===== src/inc/spectral_threshold_pkg.sv =====
// Constants for the spectral threshold interrupt block.
// Assumes byte-wide register accesses with 8-bit addresses.
package spectral_threshold_pkg;

  // ----------------------------------------
  // Register offsets
  // ----------------------------------------
  localparam logic [7:0] ADDR_PART_NUMBER = 8'h5A;
  localparam logic [7:0] ADDR_CHANNEL_SELECT = 8'h66;
  localparam logic [7:0] ADDR_LOW_LO = 8'h84;
  localparam logic [7:0] ADDR_LOW_HI = 8'h85;
  localparam logic [7:0] ADDR_HIGH_LO = 8'h86;
  localparam logic [7:0] ADDR_HIGH_HI = 8'h87;
  localparam logic [7:0] ADDR_STATUS3 = 8'h91;
  localparam logic [7:0] ADDR_STATUS = 8'h93;

  // ----------------------------------------
  // Field positions and reset values
  // ----------------------------------------
  localparam int CHSEL_MSB = 2;
  localparam int FLAG_BIT = 3;
  localparam int ABOVE_BIT = 5;
  localparam int BELOW_BIT = 4;
  localparam logic [7:0] BYTE_RESET = 8'h00;
  localparam logic [15:0] WORD_RESET = 16'h0000;
  localparam logic [2:0] CHSEL_RESET = 3'h0;
  localparam logic [2:0] CHSEL_LAST = 3'h5;
  localparam int NUM_CHANNELS = 6;
  localparam int PERS_WIDTH = 4;
  localparam logic [PERS_WIDTH-1:0] PERS_ZERO = 4'h0;
  localparam logic [PERS_WIDTH-1:0] PERS_ONE = 4'h1;
  localparam logic [PERS_WIDTH-1:0] PERS_MAX = 4'hF;

  // Arbitrary neutral identification value
  localparam logic [7:0] PART_NUMBER_DEFAULT = 8'h3C;

endpackage


===== src/design/spectral_threshold_interrupt.sv =====
// Window comparator with persistence and a sticky spectral interrupt flag.
// Assumes a byte register port synchronous to clock, and six channel
// result words that are stable while result_valid pulses.
// ----------------------------------------
// Notes on behaviour
// ----------------------------------------
// Notes on behaviour
// - Low and high 16-bit thresholds are compared with the selected channel's result after every measurement while channel select holds 0 to 5.
// - With the enable set, enough consecutive out-of-range measurements raise the spectral interrupt.
// - A result strictly below the low threshold counts as out of range.
// - A result strictly above the high threshold counts as out of range.
// - The low threshold takes bits 7:0 from offset 0x84 and bits 15:8 from 0x85.
// - The high threshold takes bits 7:0 from offset 0x86 and bits 15:8 from 0x87.
// - A write to the low threshold's low byte only fills an 8-bit holding latch.
// - Writing the low threshold's high byte applies both bytes to the comparator at once.
// - Bits 2:0 of the channel select register pick channel 0 to 5, resetting to 0.
// - The interrupt event sets status bit 3, which the host clears by writing 1.
// - Separate read-only bits tell whether the interrupt came from above high or below low.
`timescale 1ns/1ps

module spectral_threshold_interrupt
  import spectral_threshold_pkg::*;
#(
  parameter logic [7:0] PART_NUMBER = PART_NUMBER_DEFAULT
)
(
  // Clock and reset
  input wire logic clock,
  input wire logic rst,
  // Register port
  input wire logic reg_wr,
  input wire logic reg_rd,
  input wire logic [7:0] reg_addr,
  input wire logic [7:0] reg_wdata,
  output logic [7:0] reg_rdata,
  // Measurement results
  input wire logic result_valid,
  input wire logic [15:0] channel_zero_result,
  input wire logic [15:0] channel_one_result,
  input wire logic [15:0] channel_two_result,
  input wire logic [15:0] channel_three_result,
  input wire logic [15:0] channel_four_result,
  input wire logic [15:0] channel_five_result,
  // Control levels kept outside this block
  input wire logic spectral_irq_enable,
  input wire logic [PERS_WIDTH-1:0] persistence_count,
  // Status out
  output logic spectral_irq_flag,
  output logic above_high_indication,
  output logic below_low_indication
);

  // ----------------------------------------
  // Helpers
  // ----------------------------------------
  function automatic logic [15:0] pick_channel(input logic [2:0] sel, input logic [15:0] c0,
    input logic [15:0] c1, input logic [15:0] c2, input logic [15:0] c3,
    input logic [15:0] c4, input logic [15:0] c5);
    logic [15:0] v;
    v = c0;
    case (sel)
      3'h0: v = c0;
      3'h1: v = c1;
      3'h2: v = c2;
      3'h3: v = c3;
      3'h4: v = c4;
      3'h5: v = c5;
      default: v = c0;
    endcase
    return v;
  endfunction

  function automatic logic is_write(input logic wr, input logic [7:0] addr, input logic [7:0] target);
    return wr && (addr == target);
  endfunction

  // ----------------------------------------
  // Configuration registers
  // ----------------------------------------
  logic [2:0] chsel_r;
  logic [7:0] low_latch_r;
  logic [15:0] low_thr_r;
  logic [15:0] high_thr_r;

  always_ff @(posedge clock or posedge rst)
  begin
    if (rst)
      chsel_r <= CHSEL_RESET;
    else if (is_write(reg_wr, reg_addr, ADDR_CHANNEL_SELECT))
      chsel_r <= reg_wdata[CHSEL_MSB:0];
  end

  always_ff @(posedge clock or posedge rst)
  begin
    if (rst)
    begin
      low_latch_r <= BYTE_RESET;
      low_thr_r <= WORD_RESET;
    end
    else
    begin
      if (is_write(reg_wr, reg_addr, ADDR_LOW_LO))
        low_latch_r <= reg_wdata;
      if (is_write(reg_wr, reg_addr, ADDR_LOW_HI))
        low_thr_r <= {reg_wdata, low_latch_r};
    end
  end

  // No holding latch here, so a two-byte update passes a mixed value briefly
  always_ff @(posedge clock or posedge rst)
  begin
    if (rst)
      high_thr_r <= WORD_RESET;
    else if (is_write(reg_wr, reg_addr, ADDR_HIGH_LO))
      high_thr_r[7:0] <= reg_wdata;
    else if (is_write(reg_wr, reg_addr, ADDR_HIGH_HI))
      high_thr_r[15:8] <= reg_wdata;
  end

  // ----------------------------------------
  // Comparison and persistence
  // ----------------------------------------
  logic [15:0] sel_result;
  logic chsel_ok;
  logic is_below;
  logic is_above;
  logic out_of_range;
  logic [PERS_WIDTH-1:0] pers_r;
  logic [PERS_WIDTH-1:0] pers_nxt;
  logic [PERS_WIDTH-1:0] pers_goal;
  logic irq_event;

  assign sel_result = pick_channel(chsel_r, channel_zero_result, channel_one_result,
    channel_two_result, channel_three_result, channel_four_result, channel_five_result);
  // Codes 6 and 7 select nothing and never count
  assign chsel_ok = (chsel_r <= CHSEL_LAST);
  assign is_below = chsel_ok && (sel_result < low_thr_r);
  assign is_above = chsel_ok && (sel_result > high_thr_r);
  assign out_of_range = is_below || is_above;
  // A setting of zero behaves as one
  assign pers_goal = (persistence_count == PERS_ZERO) ? PERS_ONE : persistence_count;

  always_comb
  begin
    pers_nxt = pers_r;
    if (result_valid)
    begin
      if (!out_of_range)
        pers_nxt = PERS_ZERO;
      else if (pers_r != PERS_MAX)
        pers_nxt = pers_r + PERS_ONE;
    end
  end

  always_ff @(posedge clock or posedge rst)
  begin
    if (rst)
      pers_r <= PERS_ZERO;
    else
      pers_r <= pers_nxt;
  end

  assign irq_event = result_valid && out_of_range && spectral_irq_enable && (pers_nxt >= pers_goal);

  // ----------------------------------------
  // Status flags
  // ----------------------------------------
  logic flag_r;
  logic above_r;
  logic below_r;
  logic flag_clear;

  assign flag_clear = is_write(reg_wr, reg_addr, ADDR_STATUS) && reg_wdata[FLAG_BIT];

  // A new event in the clearing cycle keeps the flag set
  always_ff @(posedge clock or posedge rst)
  begin
    if (rst)
      flag_r <= 1'b0;
    else if (irq_event)
      flag_r <= 1'b1;
    else if (flag_clear)
      flag_r <= 1'b0;
  end

  always_ff @(posedge clock or posedge rst)
  begin
    if (rst)
    begin
      above_r <= 1'b0;
      below_r <= 1'b0;
    end
    else if (irq_event)
    begin
      above_r <= is_above;
      below_r <= is_below;
    end
  end

  assign spectral_irq_flag = flag_r;
  assign above_high_indication = above_r;
  assign below_low_indication = below_r;

  // ----------------------------------------
  // Read path
  // ----------------------------------------
  logic [7:0] rdata_r;
  logic [7:0] rdata_nxt;

  always_comb
  begin
    rdata_nxt = BYTE_RESET;
    case (reg_addr)
      ADDR_PART_NUMBER: rdata_nxt = PART_NUMBER;
      ADDR_CHANNEL_SELECT: rdata_nxt = {5'h00, chsel_r};
      ADDR_LOW_LO: rdata_nxt = low_latch_r;
      ADDR_LOW_HI: rdata_nxt = low_thr_r[15:8];
      ADDR_HIGH_LO: rdata_nxt = high_thr_r[7:0];
      ADDR_HIGH_HI: rdata_nxt = high_thr_r[15:8];
      ADDR_STATUS3: rdata_nxt = {2'h0, above_r, below_r, 4'h0};
      ADDR_STATUS: rdata_nxt = {4'h0, flag_r, 3'h0};
      default: rdata_nxt = BYTE_RESET;
    endcase
  end

  always_ff @(posedge clock or posedge rst)
  begin
    if (rst)
      rdata_r <= BYTE_RESET;
    else if (reg_rd)
      rdata_r <= rdata_nxt;
  end

  assign reg_rdata = rdata_r;

  // ----------------------------------------
  // Checks
  // ----------------------------------------
  a_low_latch_hold: assert property (@(posedge clock) disable iff (rst)
    (reg_wr && reg_addr == ADDR_LOW_LO) |=> $stable(low_thr_r))
    else $error("low byte write changed the low threshold");

  a_low_pair_apply: assert property (@(posedge clock) disable iff (rst)
    (reg_wr && reg_addr == ADDR_LOW_HI) |=> (low_thr_r == {$past(reg_wdata), $past(low_latch_r)}))
    else $error("low threshold not applied as a pair");

  a_low_only_msb: assert property (@(posedge clock) disable iff (rst)
    !(reg_wr && reg_addr == ADDR_LOW_HI) |=> $stable(low_thr_r))
    else $error("low threshold changed without high byte write");

  a_high_direct: assert property (@(posedge clock) disable iff (rst)
    (reg_wr && reg_addr == ADDR_HIGH_LO) |=> (high_thr_r[7:0] == $past(reg_wdata)))
    else $error("high threshold low byte not applied");

  a_high_msb_direct: assert property (@(posedge clock) disable iff (rst)
    (reg_wr && reg_addr == ADDR_HIGH_HI) |=> (high_thr_r[15:8] == $past(reg_wdata)))
    else $error("high threshold high byte not applied");

  a_chsel_write: assert property (@(posedge clock) disable iff (rst)
    (reg_wr && reg_addr == ADDR_CHANNEL_SELECT) |=> (chsel_r == $past(reg_wdata[2:0])))
    else $error("channel select not stored");

  a_window_reset: assert property (@(posedge clock) disable iff (rst)
    (result_valid && chsel_r <= CHSEL_LAST && sel_result >= low_thr_r && sel_result <= high_thr_r)
    |=> (pers_r == PERS_ZERO))
    else $error("in-window result did not reset the counter");

  a_below_counts: assert property (@(posedge clock) disable iff (rst)
    (result_valid && chsel_r <= CHSEL_LAST && sel_result < low_thr_r && pers_r != PERS_MAX)
    |=> (pers_r == $past(pers_r) + PERS_ONE))
    else $error("below-low result did not count");

  a_above_counts: assert property (@(posedge clock) disable iff (rst)
    (result_valid && chsel_r <= CHSEL_LAST && sel_result > high_thr_r && pers_r != PERS_MAX)
    |=> (pers_r == $past(pers_r) + PERS_ONE))
    else $error("above-high result did not count");

  a_irq_raise: assert property (@(posedge clock) disable iff (rst)
    (irq_event) |=> spectral_irq_flag)
    else $error("interrupt not raised after persistence met");

  a_irq_needs_enable: assert property (@(posedge clock) disable iff (rst)
    (!spectral_irq_flag && !spectral_irq_enable) |=> !spectral_irq_flag)
    else $error("interrupt raised while disabled");

  a_flag_clear: assert property (@(posedge clock) disable iff (rst)
    (flag_clear && !irq_event) |=> !spectral_irq_flag)
    else $error("write of one did not clear the flag");

  a_flag_sticky: assert property (@(posedge clock) disable iff (rst)
    (spectral_irq_flag && !flag_clear) |=> spectral_irq_flag)
    else $error("flag dropped without clear");

  a_cause_bits: assert property (@(posedge clock) disable iff (rst)
    (irq_event) |=> (above_high_indication == $past(is_above) && below_low_indication == $past(is_below)))
    else $error("cause indication wrong");

  a_compare_value: assert property (@(posedge clock) disable iff (rst)
    (chsel_r == 3'h0) |-> (is_below == (channel_zero_result < low_thr_r)))
    else $error("comparison does not use the selected result");

endmodule


===== config.mk =====
export PLATFORM = sky130hd
export DESIGN_NAME = spectral_threshold_interrupt
export DESIGN_NICKNAME = d
export VERILOG_FILES = /design/src/inc/spectral_threshold_pkg.sv /design/src/design/spectral_threshold_interrupt.sv
export SDC_FILE = /design/constraint.sdc
export NUM_CORES = 1
export LEC_CHECK = 0
export BUFFER_PORTS_ARGS = -buffer_cell sky130_fd_sc_hd__buf_2
export CORE_MARGIN = 3
export CORE_UTILIZATION = 45
export DETAILED_ROUTE_END_ITERATION = 7
export GPL_TIMING_DRIVEN = 0
export HOLD_SLACK_MARGIN = 0.03
export MAX_ROUTING_LAYER = met4
export PLACE_DENSITY = 0.71
export SLEW_MARGIN = 25
export SYNTH_ARGS = -nofsm -noshare
export SYNTH_HDL_FRONTEND = slang
export SYNTH_SLANG_ARGS = --single-unit
export TNS_END_PERCENT = 5

===== constraint.sdc =====
create_clock -name clock -period 11.3 [get_ports clock]
set_input_delay 1.13 -clock clock [delete_from_list [all_inputs] [get_ports clock]]
set_output_delay 1.13 -clock clock [all_outputs]
set_load 0.01 [all_outputs]

==> flow_summary.ini, run 1 <==
[logic_synthesis]
number_of_register_bits_inferred_by_synthesis = 58
synth_compound_area_share_pct = 27.3
yosys_most_used_dff = sky130_fd_sc_hd__dfrtp_1
yosys.area_share.simple_pct = 14.2
syn_inst = 517
yosys.area_share.adder_pct = 10.4
ys_top_cells_by_area = sky130_fd_sc_hd__dfrtp_1, sky130_fd_sc_hd__ha_1, sky130_fd_sc_hd__o21ai_0
ys_async_sr_fraction_pct = 100
yosysTopAreaCell = sky130_fd_sc_hd__dfrtp_1
synth.yosys.warnings = 0
synthesis.area_per_instance_um2 = 8.39
synth.distinct_cells = 51
synth.area.mux_share_pct = 6.90
synthXorXnorAreaFrac_pct = 0
synth_top_area_share_pct = 33.5
synth_sequential_area_ratio_pct = 33.5
synth_top_family_by_area = compound AO/OA/AOI/OAI gates
number_of_enable_flip_flop_cells_after_synthesis = 0
synthesis.area_um2 = 4340
synth_nets = 675

[run_status]
status = complete, no violations

[worst_setup_path]
timing.critical_path.from = chsel_r[1]$_DFFE_PP0P_
endpoint_kind = flop
cp.required_ns = 11.54
startpoint_type = flop
critical_path_arrival_ns = 6.15
maximum_fanout_along_the_worst_path = 10
crit-reg2reg-launch = chsel_r[1]$_DFFE_PP0P_
setup.worst_path.class = reg2reg

[pwr]
power.static_leakage_uw = 0.00267
peakVddDrop_uv = 88.1
switching_share_pct = 33.6
total_switching_power_uw = 203
power_internal_uw = 402
pwr_cell_area_nw_per_um2 = 114
combPwrFrac_pct = 31.6
seq_power_share_pct = 40.2
p_clk_share_pct = 28.2

[timing]
final-max-slew-violation-count = 0
sum_neg_setup_slack_ns = 0
fmax_ghz = 0.169
finalCritPeriodShare_pct = 52.3
grt_setup_unrepaired = no
min_period_ns = 5.91
fin_hold_ws_ns = 0.514
maxSlewHeadroom_pct = 48.4
final-hold-violation-count = 0
worst_slew_pin_slew_ns = 0.767
setup-violations-final = 0
max_clock_skew_ns = 0.0105

[floorplan]
die_w_um = 104
floorplan.io_pins = 133
design.die.area_um2 = 10800
coreArea_um2 = 9280
die-height_um = 104
core.rowCount = 35
initial_core_utilization_pct = 46.7

[clock_network]
clock_tree.htree_level_count = 3
cts.root.buffer_cell = sky130_fd_sc_hd__clkbuf_8
clock_tree_from_tritoncts = yes
cts_num_sinks = 58
cts.reportedPaths.clkPinSlew_ns = 0.07
cts_setup_buffers = 0
post_cts_resize_count = 0
ctsLongestPathBuffers = 2
cts_hold_buffers = 0
clkLatencyLatePin_ns = 0.34
cts_buffers = 9

[drt]
dr_total_vias = 4422
detailedRoute.firstIterationViolations = 338
antenna_violating_nets_post_route = 0
post_drt_via_cell_ratio = 5.59
drt_first_pass_iters = 5
remaining_drc_errors = 0
wire_per_inst_um = 17.1
routed_wl_mm = 13.5

[cells_and_area]
layout.nets = 816
multi_input_gate_area_in_the_final_layout_um2 = 2550
n_antenna_cell = 0
final_cell_count_no_fill = 791
layout-drive-gt1-share_pct = 25.7
top_library_cells_by_usage_in_the_layout_fill_and_taps_aside = sky130_fd_sc_hd__buf_2, sky130_fd_sc_hd__inv_1, sky130_fd_sc_hd__nand2_1
sequential_cell_area_um2 = 1450
layout_cell_area_excl_fill_um2 = 5340
area_delta_synth_final_pct = 23.1
n_fill_cell = 895
mostFrequentLayoutCell = sky130_fd_sc_hd__buf_2

[place]
place_congestion = 0.904
detailed_place_hpwl_mm = 11.0
dpl.cell_count = 776
dpl-instance-area_um2 = 5160
io_buffers = 129

[global_route]
grt_pass1_vias = 4256
grt_antenna_before_repair = 0
global_route.usage.total_pct = 25.3
globalRouteOverflowTotal = 0
grt_first_pass_wirelength_mm = 21.4
grt_max_degree = 36

[min_path]
worst_hold_path_type = reg2reg
hp_start = low_latch_r[3]$_DFFE_PP0P_

[flow_run]
timing.max_cap.violations = 0
## power groups by stage
stage	sequential (uW)	clock, uW	combinational (uW)
floorplan	243	0	127
global placement	245	0	180
detailed placement	247	0	190
CTS	243	172	191
global route	246	181	214
finish	243	171	191
## metrics by stage
stage          power, uW  utilization [%]  setup slack [ns]
4_1_cts              606             57.5              5.49
3_3_place_gp         425             55.4              5.63
3_5_place_dp         436             55.6              5.49
5_1_grt              641             57.5              5.02
2_1_floorplan        369                -              6.51
6_report             606             57.5              5.39
## cells by family (layout without fill, tap and decap cells)
logic type / after synthesis / in the layout
AND/OR/NAND/NOR: 126 / 126
buffers and inverters: 89 / 234
AO/OA/AOI/OAI: 183 / 183
flip-flops: 58 / 58
adder cells (fa/ha/maj): 36 / 36
multiplexers: 25 / 25
## registers in the layout, summed over array words and instances, names as in the netlist
| name | cells |
|---|---|
| above_high_indication | 1 |
| below_low_indication | 1 |
| chsel_r | 3 |
| high_thr_r | 16 |
| low_latch_r | 8 |
| low_thr_r | 16 |
| pers_r | 4 |
| reg_rdata | 8 |
| spectral_irq_flag | 1 |
## worst max-delay path, cell delays in order (launching register included)
cell	delay, ns
sky130_fd_sc_hd__dfrtp_1	0.43
sky130_fd_sc_hd__clkbuf_1	0.46
sky130_fd_sc_hd__clkbuf_1	0.38
sky130_fd_sc_hd__nor3_1	0.08
sky130_fd_sc_hd__a21oi_1	0.31
sky130_fd_sc_hd__clkbuf_1	0.44
sky130_fd_sc_hd__o21a_1	0.27
sky130_fd_sc_hd__ha_1	0.29
sky130_fd_sc_hd__a21oi_1	0.17
sky130_fd_sc_hd__nand2_1	0.07
sky130_fd_sc_hd__a211o_1	0.29
sky130_fd_sc_hd__a222oi_1	0.66
sky130_fd_sc_hd__a211oi_1	0.27
sky130_fd_sc_hd__o22a_1	0.27
sky130_fd_sc_hd__ha_1	0.28
sky130_fd_sc_hd__nand2b_1	0.14
sky130_fd_sc_hd__a21o_1	0.18
sky130_fd_sc_hd__a21o_1	0.17
sky130_fd_sc_hd__a21oi_1	0.23
sky130_fd_sc_hd__and4bb_2	0.27
sky130_fd_sc_hd__a21o_1	0.15
## Yosys cell counts, types with 3 or more instances
| library cell | n |
|---|---|
| sky130_fd_sc_hd__a21oi_1 | 33 |
| sky130_fd_sc_hd__nand3_1 | 10 |
| sky130_fd_sc_hd__o22a_1 | 7 |
| sky130_fd_sc_hd__nor2b_1 | 9 |
| sky130_fd_sc_hd__a21o_1 | 8 |
| sky130_fd_sc_hd__inv_1 | 61 |
| sky130_fd_sc_hd__a222oi_1 | 7 |
| sky130_fd_sc_hd__o31ai_1 | 3 |
| sky130_fd_sc_hd__o22ai_1 | 19 |
| sky130_fd_sc_hd__a22o_1 | 7 |
| sky130_fd_sc_hd__o21ai_0 | 56 |
| sky130_fd_sc_hd__o21a_1 | 12 |
| sky130_fd_sc_hd__mux2_2 | 15 |
| sky130_fd_sc_hd__dfrtp_1 | 58 |
| sky130_fd_sc_hd__nand2_1 | 59 |
| sky130_fd_sc_hd__nor2_1 | 14 |
| sky130_fd_sc_hd__ha_1 | 36 |
| sky130_fd_sc_hd__and3_1 | 4 |
| sky130_fd_sc_hd__nand2b_1 | 7 |
| sky130_fd_sc_hd__a211oi_1 | 5 |
| sky130_fd_sc_hd__a22oi_1 | 11 |
| sky130_fd_sc_hd__clkbuf_1 | 24 |
| sky130_fd_sc_hd__nor3_1 | 4 |
| sky130_fd_sc_hd__and2_1 | 3 |
| sky130_fd_sc_hd__buf_1 | 3 |
| sky130_fd_sc_hd__nand4_1 | 6 |
| sky130_fd_sc_hd__mux2i_1 | 7 |
## metal layers
layer  wire length (um)  vias to the layer above  track usage (%)
li1                   -                     2150                -
met1               5820                     2106             32.0
met2               6710                      146             42.3
met3                758                       20             4.47
met4                222                        0             5.89
met5                  0                        -                -
## area by class of cell
type | count | share of cell area, %
sequential | 58 | 27.2
clock inverter | 3 | 0.281
tap | 129 | 3.03
timing repair buffer | 130 | 12.5
buffer | 28 | 2.04
clock buffer | 12 | 2.91
inverter | 61 | 4.34
multi-input combinational | 370 | 47.7
## worst paths after layout
path / end / slack, ns / cells past startpoint
min reg2reg: low_thr_r[3]$_DFFE_PP0P_ / 0.51 / 2
max: below_low_indication$_DFFE_PP0P_ / 5.39 / 20
min: low_thr_r[3]$_DFFE_PP0P_ / 0.51 / 2
min in group asynchronous: reg_rdata[5]$_DFFE_PP0P_ / 0.75 / 2
max reg2reg: below_low_indication$_DFFE_PP0P_ / 5.39 / 20
max in group asynchronous: high_thr_r[9]$_DFFE_PP0P_ / 10.06 / 3
Note: power is estimated with default switching activity, not from simulation.
==> run 2: changes to the inputs <==
--- a/config.mk
+++ b/config.mk
@@ -12,7 +12,7 @@
 export GPL_TIMING_DRIVEN = 0
 export HOLD_SLACK_MARGIN = 0.03
 export MAX_ROUTING_LAYER = met4
-export PLACE_DENSITY = 0.71
+export PLACE_DENSITY = 0.74
 export SLEW_MARGIN = 25
 export SYNTH_ARGS = -nofsm -noshare
 export SYNTH_HDL_FRONTEND = slang
==> constraint.sdc (replaced) <==
create_clock -name clock -period 5.3 [get_ports clock]
set_input_delay 0.53 -clock clock [delete_from_list [all_inputs] [get_ports clock]]
set_output_delay 0.53 -clock clock [all_outputs]
set_load 0.01 [all_outputs]
==> flow_summary.ini, run 2 (same netlist as run 1, synthesis figures left out) <==
[timing]
maxSlewHeadroom_pct = 51.0
finalCritPeriodShare_pct = 94.4
setup-violations-final = 0
fmax_ghz = 0.200
final-hold-violation-count = 0
min_period_ns = 5.00
max_clock_skew_ns = 0.0103
worst_slew_pin_slew_ns = 0.729
final-max-slew-violation-count = 0

[clock_network]
clock_tree_from_tritoncts = yes
clkLatencyLatePin_ns = 0.33
ctsLongestPathBuffers = 2
cts.root.buffer_cell = sky130_fd_sc_hd__clkbuf_8
clock_tree.htree_level_count = 3
cts.reportedPaths.clkPinSlew_ns = 0.07
cts_num_sinks = 58
cts_hold_buffers = 0
cts_buffers = 9

[place]
io_buffers = 129
dpl-instance-area_um2 = 5160
detailed_place_hpwl_mm = 10.9
place_congestion = 0.980

[cells_and_area]
layout.nets = 820
final_util_pct = 58.2
multi_input_gate_area_in_the_final_layout_um2 = 2560
mostFrequentLayoutCell = sky130_fd_sc_hd__buf_2
layout_cell_area_excl_fill_um2 = 5410
top_library_cells_by_usage_in_the_layout_fill_and_taps_aside = sky130_fd_sc_hd__buf_2, sky130_fd_sc_hd__inv_1, sky130_fd_sc_hd__nand2_1
n_fill_cell = 871
layout-drive-gt1-share_pct = 27.6
top_regs = high_thr_r x16, low_thr_r x16
sequential_cell_area_um2 = 1450
area_delta_synth_final_pct = 24.7
n_antenna_cell = 0

[drt]
drt_first_pass_iters = 6
wire_per_inst_um = 17.0
dr_total_vias = 4556
remaining_drc_errors = 0
post_drt_via_cell_ratio = 5.72
routed_wl_mm = 13.5
antenna_violating_nets_post_route = 0
detailedRoute.firstIterationViolations = 317

[worst_setup_path]
worst_path_dominant_cell_family = compound AO/OA/AOI/OAI gates
cp_cell_sequence = clkbuf_1 -> buf_1 -> nor2_1 -> a31oi_1 -> o21ai_0 -> ha_1 -> nand4_1 -> nor3_1 -> o31ai_1 -> a211oi_1 -> a211oi_2 -> o22a_1 -> ha_1 -> nand2b_1 -> a21o_1 -> a21o_1 -> a21oi_1 -> and4bb_2 -> a21o_1
crit-reg2reg-launch = chsel_r[2]$_DFFE_PP0P_
critical_path_buf_inv_count = 2
setup.reg_to_reg.worst_slack_ns = 0.30
startpoint_type = flop
worst_r2r_path_depth = 19
critical_path.most_common_cell = sky130_fd_sc_hd__a21o_1
critical-path-max-stage-delay_ns = 0.47
critical_path_arrival_ns = 5.22
critical_path.reg2reg.endpoint = below_low_indication$_DFFE_PP0P_
cp.required_ns = 5.52
maximum_fanout_along_the_worst_path = 10
setup.worst_path.class = reg2reg
timing.critical_path.slowest_stage_cell = sky130_fd_sc_hd__buf_1
endpoint_kind = flop

[global_route]
globalRouteOverflowTotal = 0
grt_pass1_vias = 4418
grt_max_degree = 37
global_route.usage.total_pct = 25.2
grt_first_pass_wirelength_mm = 21.8
grt_antenna_before_repair = 0

[min_path]
worst_hold_path_type = in2async

[floorplan]
core.rowCount = 35
coreArea_um2 = 9280
floorplan.io_pins = 133
die-height_um = 104
initial_core_utilization_pct = 46.7
design.die.area_um2 = 10800
die_w_um = 104

[pwr]
fin_total_pwr_uw = 1320
pwr_cell_area_nw_per_um2 = 245
peakVddDrop_uv = 157
power.static_leakage_uw = 0.00271

[run_status]
status = complete, no violations

[flow_run]
timing.max_cap.violations = 0
[run 2: changes by cell type in the layout (fill, tap and decap cells not counted), moves of 2 or more]
cell,before,now
sky130_fd_sc_hd__clkinvlp_4,0,2
sky130_fd_sc_hd__buf_4,1,6
sky130_fd_sc_hd__clkbuf_1,25,19
sky130_fd_sc_hd__clkbuf_8,11,9
sky130_fd_sc_hd__clkbuf_2,0,6
[run 2: worst max path at each step]
| stage | from | endpoint | slack [ns] | cells after the start |
|---|---|---|---|---|
| global route | chsel_r[2]$_DFFE_PP0P_ | below_low_indication$_DFFE_PP0P_ | -0.04 | 20 |
| floorplan | chsel_r[1]$_DFFE_PP0P_ | below_low_indication$_DFFE_PP0P_ | 0.59 | 20 |
| detailed placement | chsel_r[1]$_DFFE_PP0P_ | below_low_indication$_DFFE_PP0P_ | -0.63 | 20 |
| global placement | chsel_r[1]$_DFFE_PP0P_ | below_low_indication$_DFFE_PP0P_ | -0.39 | 20 |
| CTS | chsel_r[1]$_DFFE_PP0P_ | below_low_indication$_DFFE_PP0P_ | 0.10 | 22 |
| finish | chsel_r[2]$_DFFE_PP0P_ | below_low_indication$_DFFE_PP0P_ | 0.30 | 19 |
[run 2: routing by layer]
metal	routed length (um)	vias up	global-route usage, %	share of wire (%)
li1	-	2165	-	-
met1	5590	2165	31.1	41
met2	6740	197	42.0	50
met3	948	29	4.90	7.0
met4	269	0	7.88	2.0
met5	0	-	-	0
[run 2: metrics by stage]
step           setup slack [ns]  std cells  setup TNS (ns)  hold WS [ns]
5_1_grt                 -0.0385        796         -0.0699         0.173
3_5_place_dp             -0.626        776           -1.55         0.511
4_1_cts                   0.102        792               0         0.154
3_3_place_gp             -0.386        775          -0.787         0.494
2_1_floorplan             0.587        517               0         0.461
6_report                  0.298        796               0         0.149
[run 2: layout make-up]
class,count,share of cell area (%)
clock buffers,11,2.43
well taps,129,2.99
multi-input cells,370,47.3
flip-flops and latches,58,26.9
clock inverters,5,1.02
repair buffers,135,13.0
plain buffers,27,2.08
inverters,61,4.28
[run 2: worst reg2reg max path, stage by stage, from the launching register on]
cell                       delay, ns
sky130_fd_sc_hd__dfrtp_1        0.37
sky130_fd_sc_hd__clkbuf_1       0.38
sky130_fd_sc_hd__buf_1          0.47
sky130_fd_sc_hd__nor2_1         0.10
sky130_fd_sc_hd__a31oi_1        0.14
sky130_fd_sc_hd__o21ai_0        0.19
sky130_fd_sc_hd__ha_1           0.37
sky130_fd_sc_hd__nand4_1        0.16
sky130_fd_sc_hd__nor3_1         0.42
sky130_fd_sc_hd__o31ai_1        0.24
sky130_fd_sc_hd__a211oi_1       0.31
sky130_fd_sc_hd__a211oi_2       0.11
sky130_fd_sc_hd__o22a_1         0.21
sky130_fd_sc_hd__ha_1           0.28
sky130_fd_sc_hd__nand2b_1       0.14
sky130_fd_sc_hd__a21o_1         0.19
sky130_fd_sc_hd__a21o_1         0.17
sky130_fd_sc_hd__a21oi_1        0.23
sky130_fd_sc_hd__and4bb_2       0.27
sky130_fd_sc_hd__a21o_1         0.15
[run 2: what timing repair did]
action,CTS,global route
endpoints found under the setup margin,3,3
setup buffers,1,4
gates resized for setup,2,12
endpoints found under the hold margin,0,0
gates cloned,0,0
pin swaps,1,0
[run 2: power breakdown]
part | switching [uW] | total [uW] | internal, uW
Clock | 174 | 389 | 216
Combinational | 229 | 416 | 187
Sequential | 33.0 | 518 | 485
==> run 3: changes to the inputs <==
--- a/config.mk
+++ b/config.mk
@@ -6,6 +6,7 @@
 export NUM_CORES = 1
 export LEC_CHECK = 0
 export BUFFER_PORTS_ARGS = -buffer_cell sky130_fd_sc_hd__buf_2
+export CORE_ASPECT_RATIO = 0.7
 export CORE_MARGIN = 3
 export CORE_UTILIZATION = 45
 export DETAILED_ROUTE_END_ITERATION = 7
==> flow_summary.ini, run 3 (same netlist as run 1, synthesis figures left out) <==
[floorplan]
coreArea_um2 = 9220
floorplan.io_pins = 133
die_w_um = 123
core.rowCount = 29
design.die.area_um2 = 10900
initial_core_utilization_pct = 47.0
die-height_um = 88.1

[clock_network]
clock_tree_from_tritoncts = yes
clock_tree.htree_level_count = 3
cts_hold_buffers = 0
cts.root.buffer_cell = sky130_fd_sc_hd__clkbuf_16
cts_buffers = 9
clkLatencyLatePin_ns = 0.33
ctsLongestPathBuffers = 2
cts.reportedPaths.clkPinSlew_ns = 0.05
cts_num_sinks = 58

[pwr]
combPwrFrac_pct = 29.0
peakVddDrop_uv = 251
switching_share_pct = 31.3
power_internal_uw = 999
total_switching_power_uw = 454
pwr_cell_area_nw_per_um2 = 265
power.static_leakage_uw = 0.00277
seq_power_share_pct = 35.7
p_clk_share_pct = 35.4
fin_total_pwr_uw = 1450

[worst_setup_path]
setup.worst_path.class = reg2reg
critical_path_arrival_ns = 5.26
startpoint_type = flop
endpoint_kind = flop
maximum_fanout_along_the_worst_path = 10
cp.required_ns = 5.51

[cells_and_area]
mostFrequentLayoutCell = sky130_fd_sc_hd__buf_2
layout-drive-gt1-share_pct = 28.6
sequential_cell_area_um2 = 1450
final_util_pct = 59.6
top_regs = high_thr_r x16, low_thr_r x16
n_fill_cell = 850
layout_cell_area_excl_fill_um2 = 5490
top_library_cells_by_usage_in_the_layout_fill_and_taps_aside = sky130_fd_sc_hd__buf_2, sky130_fd_sc_hd__inv_1, sky130_fd_sc_hd__nand2_1
multi_input_gate_area_in_the_final_layout_um2 = 2560
layout.nets = 820
area_delta_synth_final_pct = 26.7
n_antenna_cell = 0

[place]
dpl-instance-area_um2 = 5160
place_congestion = 0.937
detailed_place_hpwl_mm = 11.2
io_buffers = 129

[timing]
fmax_ghz = 0.198
finalCritPeriodShare_pct = 95.3
grt_setup_unrepaired = no
min_period_ns = 5.05
max_clock_skew_ns = 0.00561
final-hold-violation-count = 0
worst_slew_pin_slew_ns = 0.726
maxSlewHeadroom_pct = 51.2
setup-violations-final = 0
final-max-slew-violation-count = 0

[global_route]
grt_pass1_vias = 4320
grt_max_degree = 39
use_met1_pct = 36.5
global_route.usage.met2_pct = 39.8
grt_antenna_before_repair = 0
global_route.usage.total_pct = 26.3
globalRouteOverflowTotal = 0
global_route.peak_usage_layer = met2
grt_first_pass_wirelength_mm = 21.4
groute.layer.met3.usage_pct = 6.91

[drt]
detailedRoute.firstIterationViolations = 373
drt_first_pass_iters = 6
antenna_violating_nets_post_route = 0
post_drt_via_cell_ratio = 5.76
dr_total_vias = 4555
wire_per_inst_um = 17.6
routed_wl_mm = 13.9
remaining_drc_errors = 0

[flow_run]
timing.max_cap.violations = 0

[run_status]
status = complete, no violations

[min_path]
worst_hold_path_type = in2async
[run 3: cell count changes in the layout (fill, tap and decap cells not counted), sizes merged]
cell      change
clkinv        +1
buf           -1
clkinvlp      -2
bufinv        -1
clkbuf        +3
[run 3: final timing paths]
| kind | slack, ns | to | cells past startpoint | startpoint |
|---|---|---|---|---|
| max | 0.25 | below_low_indication$_DFFE_PP0P_ | 21 | chsel_r[0]$_DFFE_PP0P_ |
| min | 0.15 | low_thr_r[9]$_DFFE_PP0P_ | 2 | rst |
| min reg2reg | 0.51 | low_thr_r[3]$_DFFE_PP0P_ | 2 | low_latch_r[3]$_DFFE_PP0P_ |
| max reg2reg | 0.25 | below_low_indication$_DFFE_PP0P_ | 21 | chsel_r[0]$_DFFE_PP0P_ |
| max in group asynchronous | 4.65 | high_thr_r[5]$_DFFE_PP0P_ | 3 | rst |
| min in group clock | 0.47 | low_thr_r[14]$_DFFE_PP0P_ | 3 | reg_wdata[6] |
[run 3: final cells by class]
class / count / area share [%]
Buffer: 27 / 2.19
Sequential cell: 58 / 26.5
Clock buffer: 13 / 4.56
Multi-Input combinational cell: 370 / 46.7
Tap cell: 124 / 2.83
Timing Repair Buffer: 135 / 12.8
Inverter: 61 / 4.22
Clock inverter: 3 / 0.273
[run 3: worst max-delay path, stage by stage, from the launching register on]
cell and delay (ns):
sky130_fd_sc_hd__dfrtp_1 0.39, sky130_fd_sc_hd__buf_4 0.18, sky130_fd_sc_hd__clkbuf_2 0.22, sky130_fd_sc_hd__a21o_1 0.20, sky130_fd_sc_hd__a222oi_1 0.21, sky130_fd_sc_hd__o21ai_1 0.23
sky130_fd_sc_hd__o21a_1 0.19, sky130_fd_sc_hd__ha_1 0.31, sky130_fd_sc_hd__nand4_1 0.20, sky130_fd_sc_hd__nor2_1 0.08, sky130_fd_sc_hd__a211o_1 0.33, sky130_fd_sc_hd__a222oi_1 0.34
sky130_fd_sc_hd__buf_4 0.21, sky130_fd_sc_hd__a211oi_2 0.10, sky130_fd_sc_hd__o22a_1 0.22, sky130_fd_sc_hd__ha_1 0.28, sky130_fd_sc_hd__nand2b_1 0.14, sky130_fd_sc_hd__a21o_1 0.17
sky130_fd_sc_hd__a21o_1 0.17, sky130_fd_sc_hd__a21oi_1 0.31, sky130_fd_sc_hd__and4bb_2 0.29, sky130_fd_sc_hd__a21o_1 0.15
[run 3: what timing repair did]
item                                    CTS  global route
gates resized for setup                   5            21
cloned                                    0             0
pin swaps                                 1             0
endpoints found under the hold margin     0             0
setup buffers                             1             4
endpoints found under the setup margin    3             3
[run 3: layer usage]
| metal | vias to the layer above | routed length, um |
|---|---|---|
| met5 | - | 0 |
| met4 | 0 | 65 |
| met3 | 6 | 1260 |
| met2 | 178 | 6380 |
| met1 | 2206 | 6210 |
| li1 | 2165 | - |
[run 3: power by group through the flow]
stage                     logic [uW]  clock network, uW  registers [uW]
final                            421                514             518
after global routing             469                546             523
after CTS                        412                519             518
after detailed placement         410                  0             524
after global placement           385                  0             521
after floorplan                  271                  0             517
[run 3: through the flow]
| step | cells | hold WS [ns] | worst slack, ns | setup TNS, ns |
|---|---|---|---|---|
| 5_1_grt | 791 | 0.167 | 0.0667 | 0 |
| 6_report | 791 | 0.153 | 0.249 | 0 |
| 3_5_place_dp | 771 | 0.492 | -0.893 | -2.30 |
| 4_1_cts | 787 | 0.153 | 0.0334 | 0 |
| 3_3_place_gp | 770 | 0.492 | -0.717 | -1.79 |
| 2_1_floorplan | 517 | 0.461 | 0.587 | 0 |
